--- src/hw/tbm_pkg.sv ---
// Package of constants and types for the trigger and burst mode control block
package tbm_pkg;

  // ----------------------------------------------------------------
  // Register map
  // ----------------------------------------------------------------
  localparam int          ADDR_W       = 8;
  localparam int          DATA_W       = 32;
  localparam logic [7:0]  CTRL_OFS     = 8'h00;
  localparam logic [7:0]  TRIG_OFS     = 8'h04;
  localparam logic [7:0]  SHIFT_OFS    = 8'h08;
  localparam logic [7:0]  STATUS_OFS   = 8'h0C;
  localparam logic [7:0]  PRESET_OFS   = 8'h10;

  // ----------------------------------------------------------------
  // Field layout
  // ----------------------------------------------------------------
  localparam int          CTRL_W       = 9;
  localparam int          CNT_W        = 16;
  localparam int          SERIAL_BIT   = 0;
  localparam int          MAN_TRIG_BIT = 0;
  localparam int          ST_RUN_BIT   = 0;
  localparam int          ST_INV_BIT   = 1;
  localparam int          ST_BURST_BIT = 2;
  localparam int          ST_CNT_LSB   = 16;

  // Arb clock source codes
  localparam logic [1:0]  SRC_SQUARE   = 2'h0;
  localparam logic [1:0]  SRC_REF      = 2'h1;
  localparam logic [1:0]  SRC_EXT      = 2'h2;
  localparam logic [1:0]  SRC_LOCAL    = 2'h3;

  // Control register, bit 0 is mode_select_a
  typedef struct packed {
    logic       count_load_enable;
    logic [1:0] arb_clk_source_b;
    logic [1:0] arb_clk_source_a;
    logic       trigger_source_sel;
    logic       gate_select;
    logic       mode_select_b;
    logic       mode_select_a;
  } tbm_ctrl_t;

  localparam tbm_ctrl_t CTRL_RESET = 9'h000;

  // Decoded operating mode, one-hot
  typedef enum logic [4:0] {
    MODE_IDLE    = 5'h01,
    MODE_CONT    = 5'h02,
    MODE_TRIG    = 5'h04,
    MODE_EXTGATE = 5'h08,
    MODE_BURST   = 5'h10
  } tbm_mode_t;

endpackage

--- src/hw/tbm_burst_counter.sv ---
// Serially preset down counter that measures burst length
module tbm_burst_counter #(
  parameter int CNT_W = tbm_pkg::CNT_W
) (
  // Clock and reset
  input  wire logic             pclk,
  input  wire logic             presetn,
  // Serial preset
  input  wire logic             count_shift_clock,
  input  wire logic             count_serial_in,
  // Counting
  input  wire logic             load,
  input  wire logic             count_decrement_clock,
  // State
  output logic [CNT_W-1:0]      preset,
  output logic [CNT_W-1:0]      count,
  output logic                  burst_active
);

  logic [CNT_W-1:0] next_preset;
  logic [CNT_W-1:0] next_count;

  // Shift, load and decrement; load wins so a new burst starts full
  always_comb begin
    next_preset = preset;
    next_count  = count;
    if (count_shift_clock) begin
      next_preset = {preset[CNT_W-2:0], count_serial_in};
    end
    if (load) begin
      next_count = preset;
    end else if (count_decrement_clock && count != '0) begin
      next_count = count - {{(CNT_W-1){1'b0}}, 1'b1};
    end
  end

  always_ff @(posedge pclk or negedge presetn) begin
    if (!presetn) begin
      preset <= '0;
      count  <= '0;
    end else begin
      preset <= next_preset;
      count  <= next_count;
    end
  end

  // Burst line drops when the count reaches zero
  assign burst_active = (count != '0);
endmodule

--- src/hw/tbm_mode_ctrl.sv ---
// Trigger, gate and burst mode control with run flop and arb clock select
//
// Our own choices: the register offsets and register access over APB.
module tbm_mode_ctrl #(
  parameter int CNT_W = tbm_pkg::CNT_W
) (
  // Clock and reset
  input  wire logic                       pclk,
  input  wire logic                       presetn,
  // APB slave
  input  wire logic                       psel,
  input  wire logic                       penable,
  input  wire logic                       pwrite,
  input  wire logic [tbm_pkg::ADDR_W-1:0] paddr,
  input  wire logic [tbm_pkg::DATA_W-1:0] pwdata,
  output logic      [tbm_pkg::DATA_W-1:0] prdata,
  output logic                            pready,
  output logic                            pslverr,
  // Waveform and trigger inputs
  input  wire logic                       gen_square_wave,
  input  wire logic                       reference_a,
  input  wire logic                       external_freq_in,
  input  wire logic                       local_clock,
  input  wire logic                       manual_trigger,
  // Generator control and arb clocks
  output logic                            run,
  output logic                            flop_inverted_out,
  output logic                            arb_clock_a,
  output logic                            arb_clock_b
);

  // ----------------------------------------------------------------
  // Declarations
  // ----------------------------------------------------------------
  tbm_pkg::tbm_ctrl_t            ctrl;
  tbm_pkg::tbm_ctrl_t            next_ctrl;
  tbm_pkg::tbm_mode_t            mode;
  logic [tbm_pkg::DATA_W-1:0]    next_prdata;
  logic                          next_pready;
  logic                          next_pslverr;
  logic                          wr_access;
  logic                          addr_ok;
  logic                          sw_trig;
  logic                          shift_pulse;
  logic                          sq_prev;
  logic                          src_prev;
  logic                          man_prev;
  logic                          sel_src;
  logic                          trig_edge;
  logic                          gate_true;
  logic                          square_fall;
  logic                          run_force_set_n;
  logic                          next_set_n;
  logic                          flop_j_input;
  logic                          flop_k_input;
  logic                          next_run;
  logic                          next_arb_a;
  logic                          next_arb_b;
  logic                          count_decrement_clock;
  logic                          burst_active;
  logic [CNT_W-1:0]              preset;
  logic [CNT_W-1:0]              count;

  // ----------------------------------------------------------------
  // APB register access
  // ----------------------------------------------------------------

  // Writes land only on the completing access edge
  assign wr_access   = psel && penable && pready && pwrite;
  assign sw_trig     = wr_access && paddr == tbm_pkg::TRIG_OFS
                       && pwdata[tbm_pkg::MAN_TRIG_BIT];
  assign shift_pulse = wr_access && paddr == tbm_pkg::SHIFT_OFS
                       && ctrl.count_load_enable;

  always_comb begin
    addr_ok = 1'b0;
    case (paddr)
      tbm_pkg::CTRL_OFS,
      tbm_pkg::TRIG_OFS,
      tbm_pkg::SHIFT_OFS,
      tbm_pkg::STATUS_OFS,
      tbm_pkg::PRESET_OFS: addr_ok = 1'b1;
      default:             addr_ok = 1'b0;
    endcase
  end

  // One wait-free answer: pready rises for the access cycle only
  always_comb begin
    next_pready  = psel && !penable;
    next_pslverr = psel && !penable && !addr_ok;
    next_prdata  = '0;
    next_ctrl    = ctrl;
    if (psel && !penable && !pwrite) begin
      case (paddr)
        tbm_pkg::CTRL_OFS: begin
          next_prdata[tbm_pkg::CTRL_W-1:0] = ctrl;
        end
        tbm_pkg::STATUS_OFS: begin
          next_prdata[tbm_pkg::ST_RUN_BIT]   = run;
          next_prdata[tbm_pkg::ST_INV_BIT]   = flop_inverted_out;
          next_prdata[tbm_pkg::ST_BURST_BIT] = burst_active;
          next_prdata[tbm_pkg::ST_CNT_LSB +: CNT_W] = count;
        end
        tbm_pkg::PRESET_OFS: begin
          next_prdata[CNT_W-1:0] = preset;
        end
        default: begin
          next_prdata = '0;
        end
      endcase
    end
    if (wr_access && paddr == tbm_pkg::CTRL_OFS) begin
      next_ctrl = pwdata[tbm_pkg::CTRL_W-1:0];
    end
  end

  always_ff @(posedge pclk or negedge presetn) begin
    if (!presetn) begin
      ctrl    <= tbm_pkg::CTRL_RESET;
      prdata  <= '0;
      pready  <= 1'b0;
      pslverr <= 1'b0;
    end else begin
      ctrl    <= next_ctrl;
      prdata  <= next_prdata;
      pready  <= next_pready;
      pslverr <= next_pslverr;
    end
  end

  // ----------------------------------------------------------------
  // Mode decode and trigger detection
  // ----------------------------------------------------------------

  // Select lines pick the mode; gate_select splits the shared code 2'b10
  always_comb begin
    case ({ctrl.mode_select_b, ctrl.mode_select_a})
      2'b00:   mode = tbm_pkg::MODE_CONT;
      2'b10:   mode = ctrl.gate_select ? tbm_pkg::MODE_EXTGATE : tbm_pkg::MODE_TRIG;
      2'b11:   mode = tbm_pkg::MODE_BURST;
      default: mode = tbm_pkg::MODE_IDLE;
    endcase
  end

  // Trigger source: low is the external input, high the reference
  assign sel_src     = ctrl.trigger_source_sel ? reference_a : external_freq_in;
  // Manual key or remote command counts like a trigger edge
  assign trig_edge   = (sel_src && !src_prev) || (manual_trigger && !man_prev)
                       || sw_trig;
  assign gate_true   = sel_src || manual_trigger;
  assign square_fall = sq_prev && !gen_square_wave;

  // ----------------------------------------------------------------
  // Set strobe and J/K drive
  // ----------------------------------------------------------------

  // Outside continuous mode, starts only from a stopped flop, so a retrigger mid-run is dropped
  always_comb begin
    next_set_n = 1'b1;
    case (mode)
      tbm_pkg::MODE_CONT:    next_set_n = 1'b0;
      tbm_pkg::MODE_TRIG,
      tbm_pkg::MODE_BURST:   next_set_n = !(trig_edge && !run && run_force_set_n);
      tbm_pkg::MODE_EXTGATE: next_set_n = !(gate_true && !run && run_force_set_n);
      tbm_pkg::MODE_IDLE:    next_set_n = 1'b1;
      default:               next_set_n = 1'b1;
    endcase
  end

  // J/K levels seen by the flop on each falling square edge
  always_comb begin
    flop_j_input = 1'b0;
    flop_k_input = 1'b1;
    case (mode)
      tbm_pkg::MODE_CONT: begin
        flop_j_input = 1'b0;
        flop_k_input = 1'b0;
      end
      tbm_pkg::MODE_TRIG: begin
        flop_j_input = 1'b0;
        flop_k_input = 1'b1;
      end
      tbm_pkg::MODE_BURST: begin
        flop_j_input = burst_active;
        flop_k_input = !burst_active;
      end
      tbm_pkg::MODE_EXTGATE: begin
        flop_j_input = gate_true;
        flop_k_input = !gate_true;
      end
      default: begin
        flop_j_input = 1'b0;
        flop_k_input = 1'b1;
      end
    endcase
  end

  // ----------------------------------------------------------------
  // Run flop
  // ----------------------------------------------------------------

  // Set overrides the clocked JK step, as a direct set would
  always_comb begin
    next_run = run;
    if (!run_force_set_n) begin
      next_run = 1'b1;
    end else if (square_fall) begin
      case ({flop_j_input, flop_k_input})
        2'b10:   next_run = 1'b1;
        2'b01:   next_run = 1'b0;
        2'b11:   next_run = !run;
        default: next_run = run;
      endcase
    end
  end

  // Counter steps once per finished generator cycle
  assign count_decrement_clock = square_fall && run;

  // Arb clocks pick one of four sources, registered to stay glitch-free
  always_comb begin
    case (ctrl.arb_clk_source_a)
      tbm_pkg::SRC_SQUARE: next_arb_a = gen_square_wave;
      tbm_pkg::SRC_REF:    next_arb_a = reference_a;
      tbm_pkg::SRC_EXT:    next_arb_a = external_freq_in;
      default:             next_arb_a = local_clock;
    endcase
    case (ctrl.arb_clk_source_b)
      tbm_pkg::SRC_SQUARE: next_arb_b = gen_square_wave;
      tbm_pkg::SRC_REF:    next_arb_b = reference_a;
      tbm_pkg::SRC_EXT:    next_arb_b = external_freq_in;
      default:             next_arb_b = local_clock;
    endcase
  end

  always_ff @(posedge pclk or negedge presetn) begin
    if (!presetn) begin
      run_force_set_n   <= 1'b1;
      run               <= 1'b0;
      flop_inverted_out <= 1'b1;
      sq_prev           <= 1'b0;
      src_prev          <= 1'b0;
      man_prev          <= 1'b0;
      arb_clock_a       <= 1'b0;
      arb_clock_b       <= 1'b0;
    end else begin
      run_force_set_n   <= next_set_n;
      run               <= next_run;
      flop_inverted_out <= !next_run;
      sq_prev           <= gen_square_wave;
      src_prev          <= sel_src;
      man_prev          <= manual_trigger;
      arb_clock_a       <= next_arb_a;
      arb_clock_b       <= next_arb_b;
    end
  end

  // ----------------------------------------------------------------
  // Burst counter
  // ----------------------------------------------------------------

  // Preset is copied in while the start strobe is low
  tbm_burst_counter #(
    .CNT_W (CNT_W)
  ) u_burst_counter (
    .pclk                  (pclk),
    .presetn               (presetn),
    .count_shift_clock     (shift_pulse),
    .count_serial_in       (pwdata[tbm_pkg::SERIAL_BIT]),
    .load                  (!run_force_set_n),
    .count_decrement_clock (count_decrement_clock),
    .preset                (preset),
    .count                 (count),
    .burst_active          (burst_active)
  );
endmodule

--- config.mk ---
export PLATFORM = sky130hd
export DESIGN_NAME = tbm_mode_ctrl
export DESIGN_NICKNAME = d
export VERILOG_FILES = /design/src/hw/tbm_pkg.sv /design/src/hw/tbm_burst_counter.sv /design/src/hw/tbm_mode_ctrl.sv
export SDC_FILE = /design/constraint.sdc
export NUM_CORES = 1
export LEC_CHECK = 0
export BUFFER_PORTS_ARGS = -buffer_cell sky130_fd_sc_hd__buf_2
export CELL_PAD_IN_SITES_DETAIL_PLACEMENT = 1
export CELL_PAD_IN_SITES_GLOBAL_PLACEMENT = 1
export CORE_AREA = 2 2 94 96
export DETAILED_ROUTE_END_ITERATION = 7
export DIE_AREA = 0 0 96 98
export PLACE_DENSITY = 0.86
export SYNTH_ARGS = -nofsm -noshare
export SYNTH_HDL_FRONTEND = slang
export SYNTH_SLANG_ARGS = --single-unit
export TNS_END_PERCENT = 1
--- constraint.sdc ---
create_clock -name pclk -period 3.3 [get_ports pclk]
set_clock_uncertainty 0.05 [all_clocks]
set_input_delay 0.825 -clock pclk [delete_from_list [all_inputs] [get_ports pclk]]
set_output_delay 0.825 -clock pclk [all_outputs]
set_load 0.02 [all_outputs]
==> metrics.yaml <==
logic_synthesis:
  ys.flop_type: "dfrtp_1"
  netlist_area_sq_mm: 0.00366
  syn-num-nets: 359
  ys_seq_area_frac: 0.569
  synthDistinctLibCells: 50
  ys_ff_latch: 83
  async_reset_ff_frac: 1.00
  synth_cells: 307
  yosysWarnings: 0
  synth-edff-count: 0
  avgSynthCellArea_sq_um: 11.9
sta:
  worst_slew_pin_slew_ns: 1.01
  setup_viol: 0
  relSlewSlack: 0.324
  setup_tns_ns: 0
  rsz0062_at_grt: "no"
  fin_ws_ns: 1.09
  final-hold-violation-count: 0
  fmax_ghz: 0.452
  finalCritPeriodShare: 0.671
  final_max_slew_viol_count: 0
  fin_crit_ns: 2.21
min_path:
  min_path_cells: 1
  holdPathEnd: "prdata[17]"
  worstHoldStart: "u_burst_counter.count[1]"
  worstHoldPathType: "reg -> reg"
cells_and_area:
  finalInstanceArea_sq_mm: 0.00427
  diodes: 0
  areaGrowthSynthToFinish_pct: 16.7
  final_common_cell: "dfrtp_1"
  seqCellArea_sq_mm: 0.00208
  fillCellCount: 940
  stdcell_count: 485
  final_cell_mix: "81 x dfrtp_1, 63 x buf_2, 34 x nor2_1"
  nNetsFinal: 424
  multi_input_area_sq_mm: 0.00150
  drive_gt1_frac: 0.334
power:
  power_per_cell_area_mw_per_mm2: 440
  seqPwrFrac: 0.548
  internal_power_mw: 1.41
  p_switching_mw: 0.464
  p_comb_frac: 0.056
  clock_power_share: 0.397
  switching_share: 0.247
  vdd_drop_max_uv: 210
  p_leak_nw: 2.12
drt:
  vias_per_cell: 5.50
  drt_iter0_drc: 122
  ant_nets: 0
  vias: 2668
  drc: 0
  first_pass_iters: 6
  drt-total-wl_um: 8280
  post_drt_wl_per_cell_um: 17.1
floorplanning:
  die_h_um: 98
  die_area_sq_mm: 0.00941
  design.core.area_sq_mm: 0.00847
  num_io_pins: 88
  start_util: 0.432
  rows: 34
  die_w_um: 96
place:
  portBuffers: 64
  place_area_sq_mm: 0.00407
  gp_congestion: 0.801
  numPlacedInstances: 469
  pre_cts_ws_ns: 0.691
  hpwl_um: 5690
job:
  max_cap_viol_count: 0
clock_network:
  post_cts.repair.setup_buffers: 0
  cts_tree: "yes"
  clkLatencyLatePin_ns: 0.36
  cts_buffer_depth: 2
  cts_hold_buf: 0
  clk_pin_slew_worst_paths_ns: 0.09
  h-tree-depth: 3
  cts_resized: 0
  cts_root_buf: "clkbuf_8"
  cts_made_buffers: 9
  clkSinkCount: 83
worst_setup_path:
  r2r-start: "u_burst_counter.count[0]"
  timing.rr.end: "u_burst_counter.count[6]"
  start_kind: "primary input"
  r2r_cells: 6
  criticalPathCategory: "in -> reg"
  crit_start: "paddr[4]"
  ff2ff_setup_slack_ns: 1.14
  critPathRequiredTime_ns: 3.49
  arrival_ns: 2.41
  end_kind: "flop"
  path_max_fanout: 16
outcome:
  outcome: "finished, final reports clean"
grt:
  grt_pass1_vias: 2784
  antenna_found_initial: 0
  grt_max_degree: 84
  grt.total_usage: 0.189
  grt_pass1_wl_um: 13700
  overflow: 0
==> logic make-up after synthesis <==
group                      Yosys count  synth area share
and+or+nand+nor                    120             0.201
DFF                                 83             0.569
muxes                               36             0.115
AOI/OAI and AO/OA                   48            0.0866
buffers and inverters               18            0.0219
adders and majority gates            2           0.00684
==> registers in the layout (all words and copies together), names as in the netlist <==
| register | flops |
|---|---|
| u_burst_counter.preset | 16 |
| src_prev | 1 |
| run_force_set_n | 1 |
| prdata | 32 |
| arb_clock_b | 1 |
| run | 1 |
| u_burst_counter.count | 16 |
| flop_inverted_out | 1 |
| sq_prev | 1 |
| man_prev | 1 |
| pready | 1 |
| arb_clock_a | 1 |
| ctrl | 9 |
| pslverr | 1 |
==> power by group through the flow <==
stage | sequential, mW | clock [mW] | combinational (mW)
2_1_floorplan | 1.05 | 0 | 0.0505
3_3_place_gp | 1.05 | 0 | 0.0995
5_1_grt | 1.03 | 0.812 | 0.116
3_5_place_dp | 1.05 | 0 | 0.105
4_1_cts | 1.03 | 0.767 | 0.106
6_report | 1.03 | 0.745 | 0.104
==> synth_stat cells, types with 6 or more instances <==
cell type	instances	share of area
a31oi_1	16	0.027
nor2_1	34	0.035
and2_1	22	0.038
mux2i_1	6	0.016
or4_1	6	0.012
dfrtp_1	81	0.55
or3_1	8	0.014
o31ai_1	6	0.012
mux2_2	28	0.086
inv_1	7	0.0072
nand2_1	8	0.0082
o21ai_0	13	0.018
==> per-layer routing <==
layer / vias up / GRT usage / share of wire
met5: - / 0 / 0
met2: 75 / 0.300 / 0.50
met1: 1331 / 0.243 / 0.43
met4: 0 / 0.0945 / 0.023
met3: 17 / 0.0378 / 0.042
li1: 1245 / - / -
==> metrics by stage <==
| stage | utilization | power (mW) | hold slack, ns |
|---|---|---|---|
| CTS | 0.504 | 1.90 | 0.488 |
| finish | 0.504 | 1.88 | 0.482 |
| global placement | 0.480 | 1.15 | 0.456 |
| floorplan | - | 1.10 | 0.423 |
| global route | 0.504 | 1.96 | 0.512 |
| detailed placement | 0.480 | 1.15 | 0.465 |
==> area by class of cell <==
cell class	count	area share
inverters	7	0.00616
clock buffers	9	0.0290
clock inverters	7	0.0176
well taps	108	0.0317
repair buffers	65	0.0774
multi-input cells	206	0.351
flip-flops and latches	83	0.487
==> worst max-delay path, stage by stage <==
cell	delay [ns]
buf_2	0.21
and4b_1	0.33
nand4_1	0.20
nor3_4	0.20
buf_4	0.26
mux2_2	0.37
==> how the worst max path moves through the flow <==
| stage | to | slack, ns | cells past startpoint |
|---|---|---|---|
| after CTS | u_burst_counter.preset[15] | 1.08 | 6 |
| after detailed placement | u_burst_counter.preset[15] | 0.69 | 6 |
| after global routing | u_burst_counter.preset[4] | 0.98 | 6 |
| final | u_burst_counter.preset[15] | 1.09 | 6 |
| after global placement | u_burst_counter.preset[11] | 0.76 | 6 |
| after floorplan | u_burst_counter.preset[10] | 0.96 | 5 |
No activity file was read; power rests on OpenSTA's default activity.
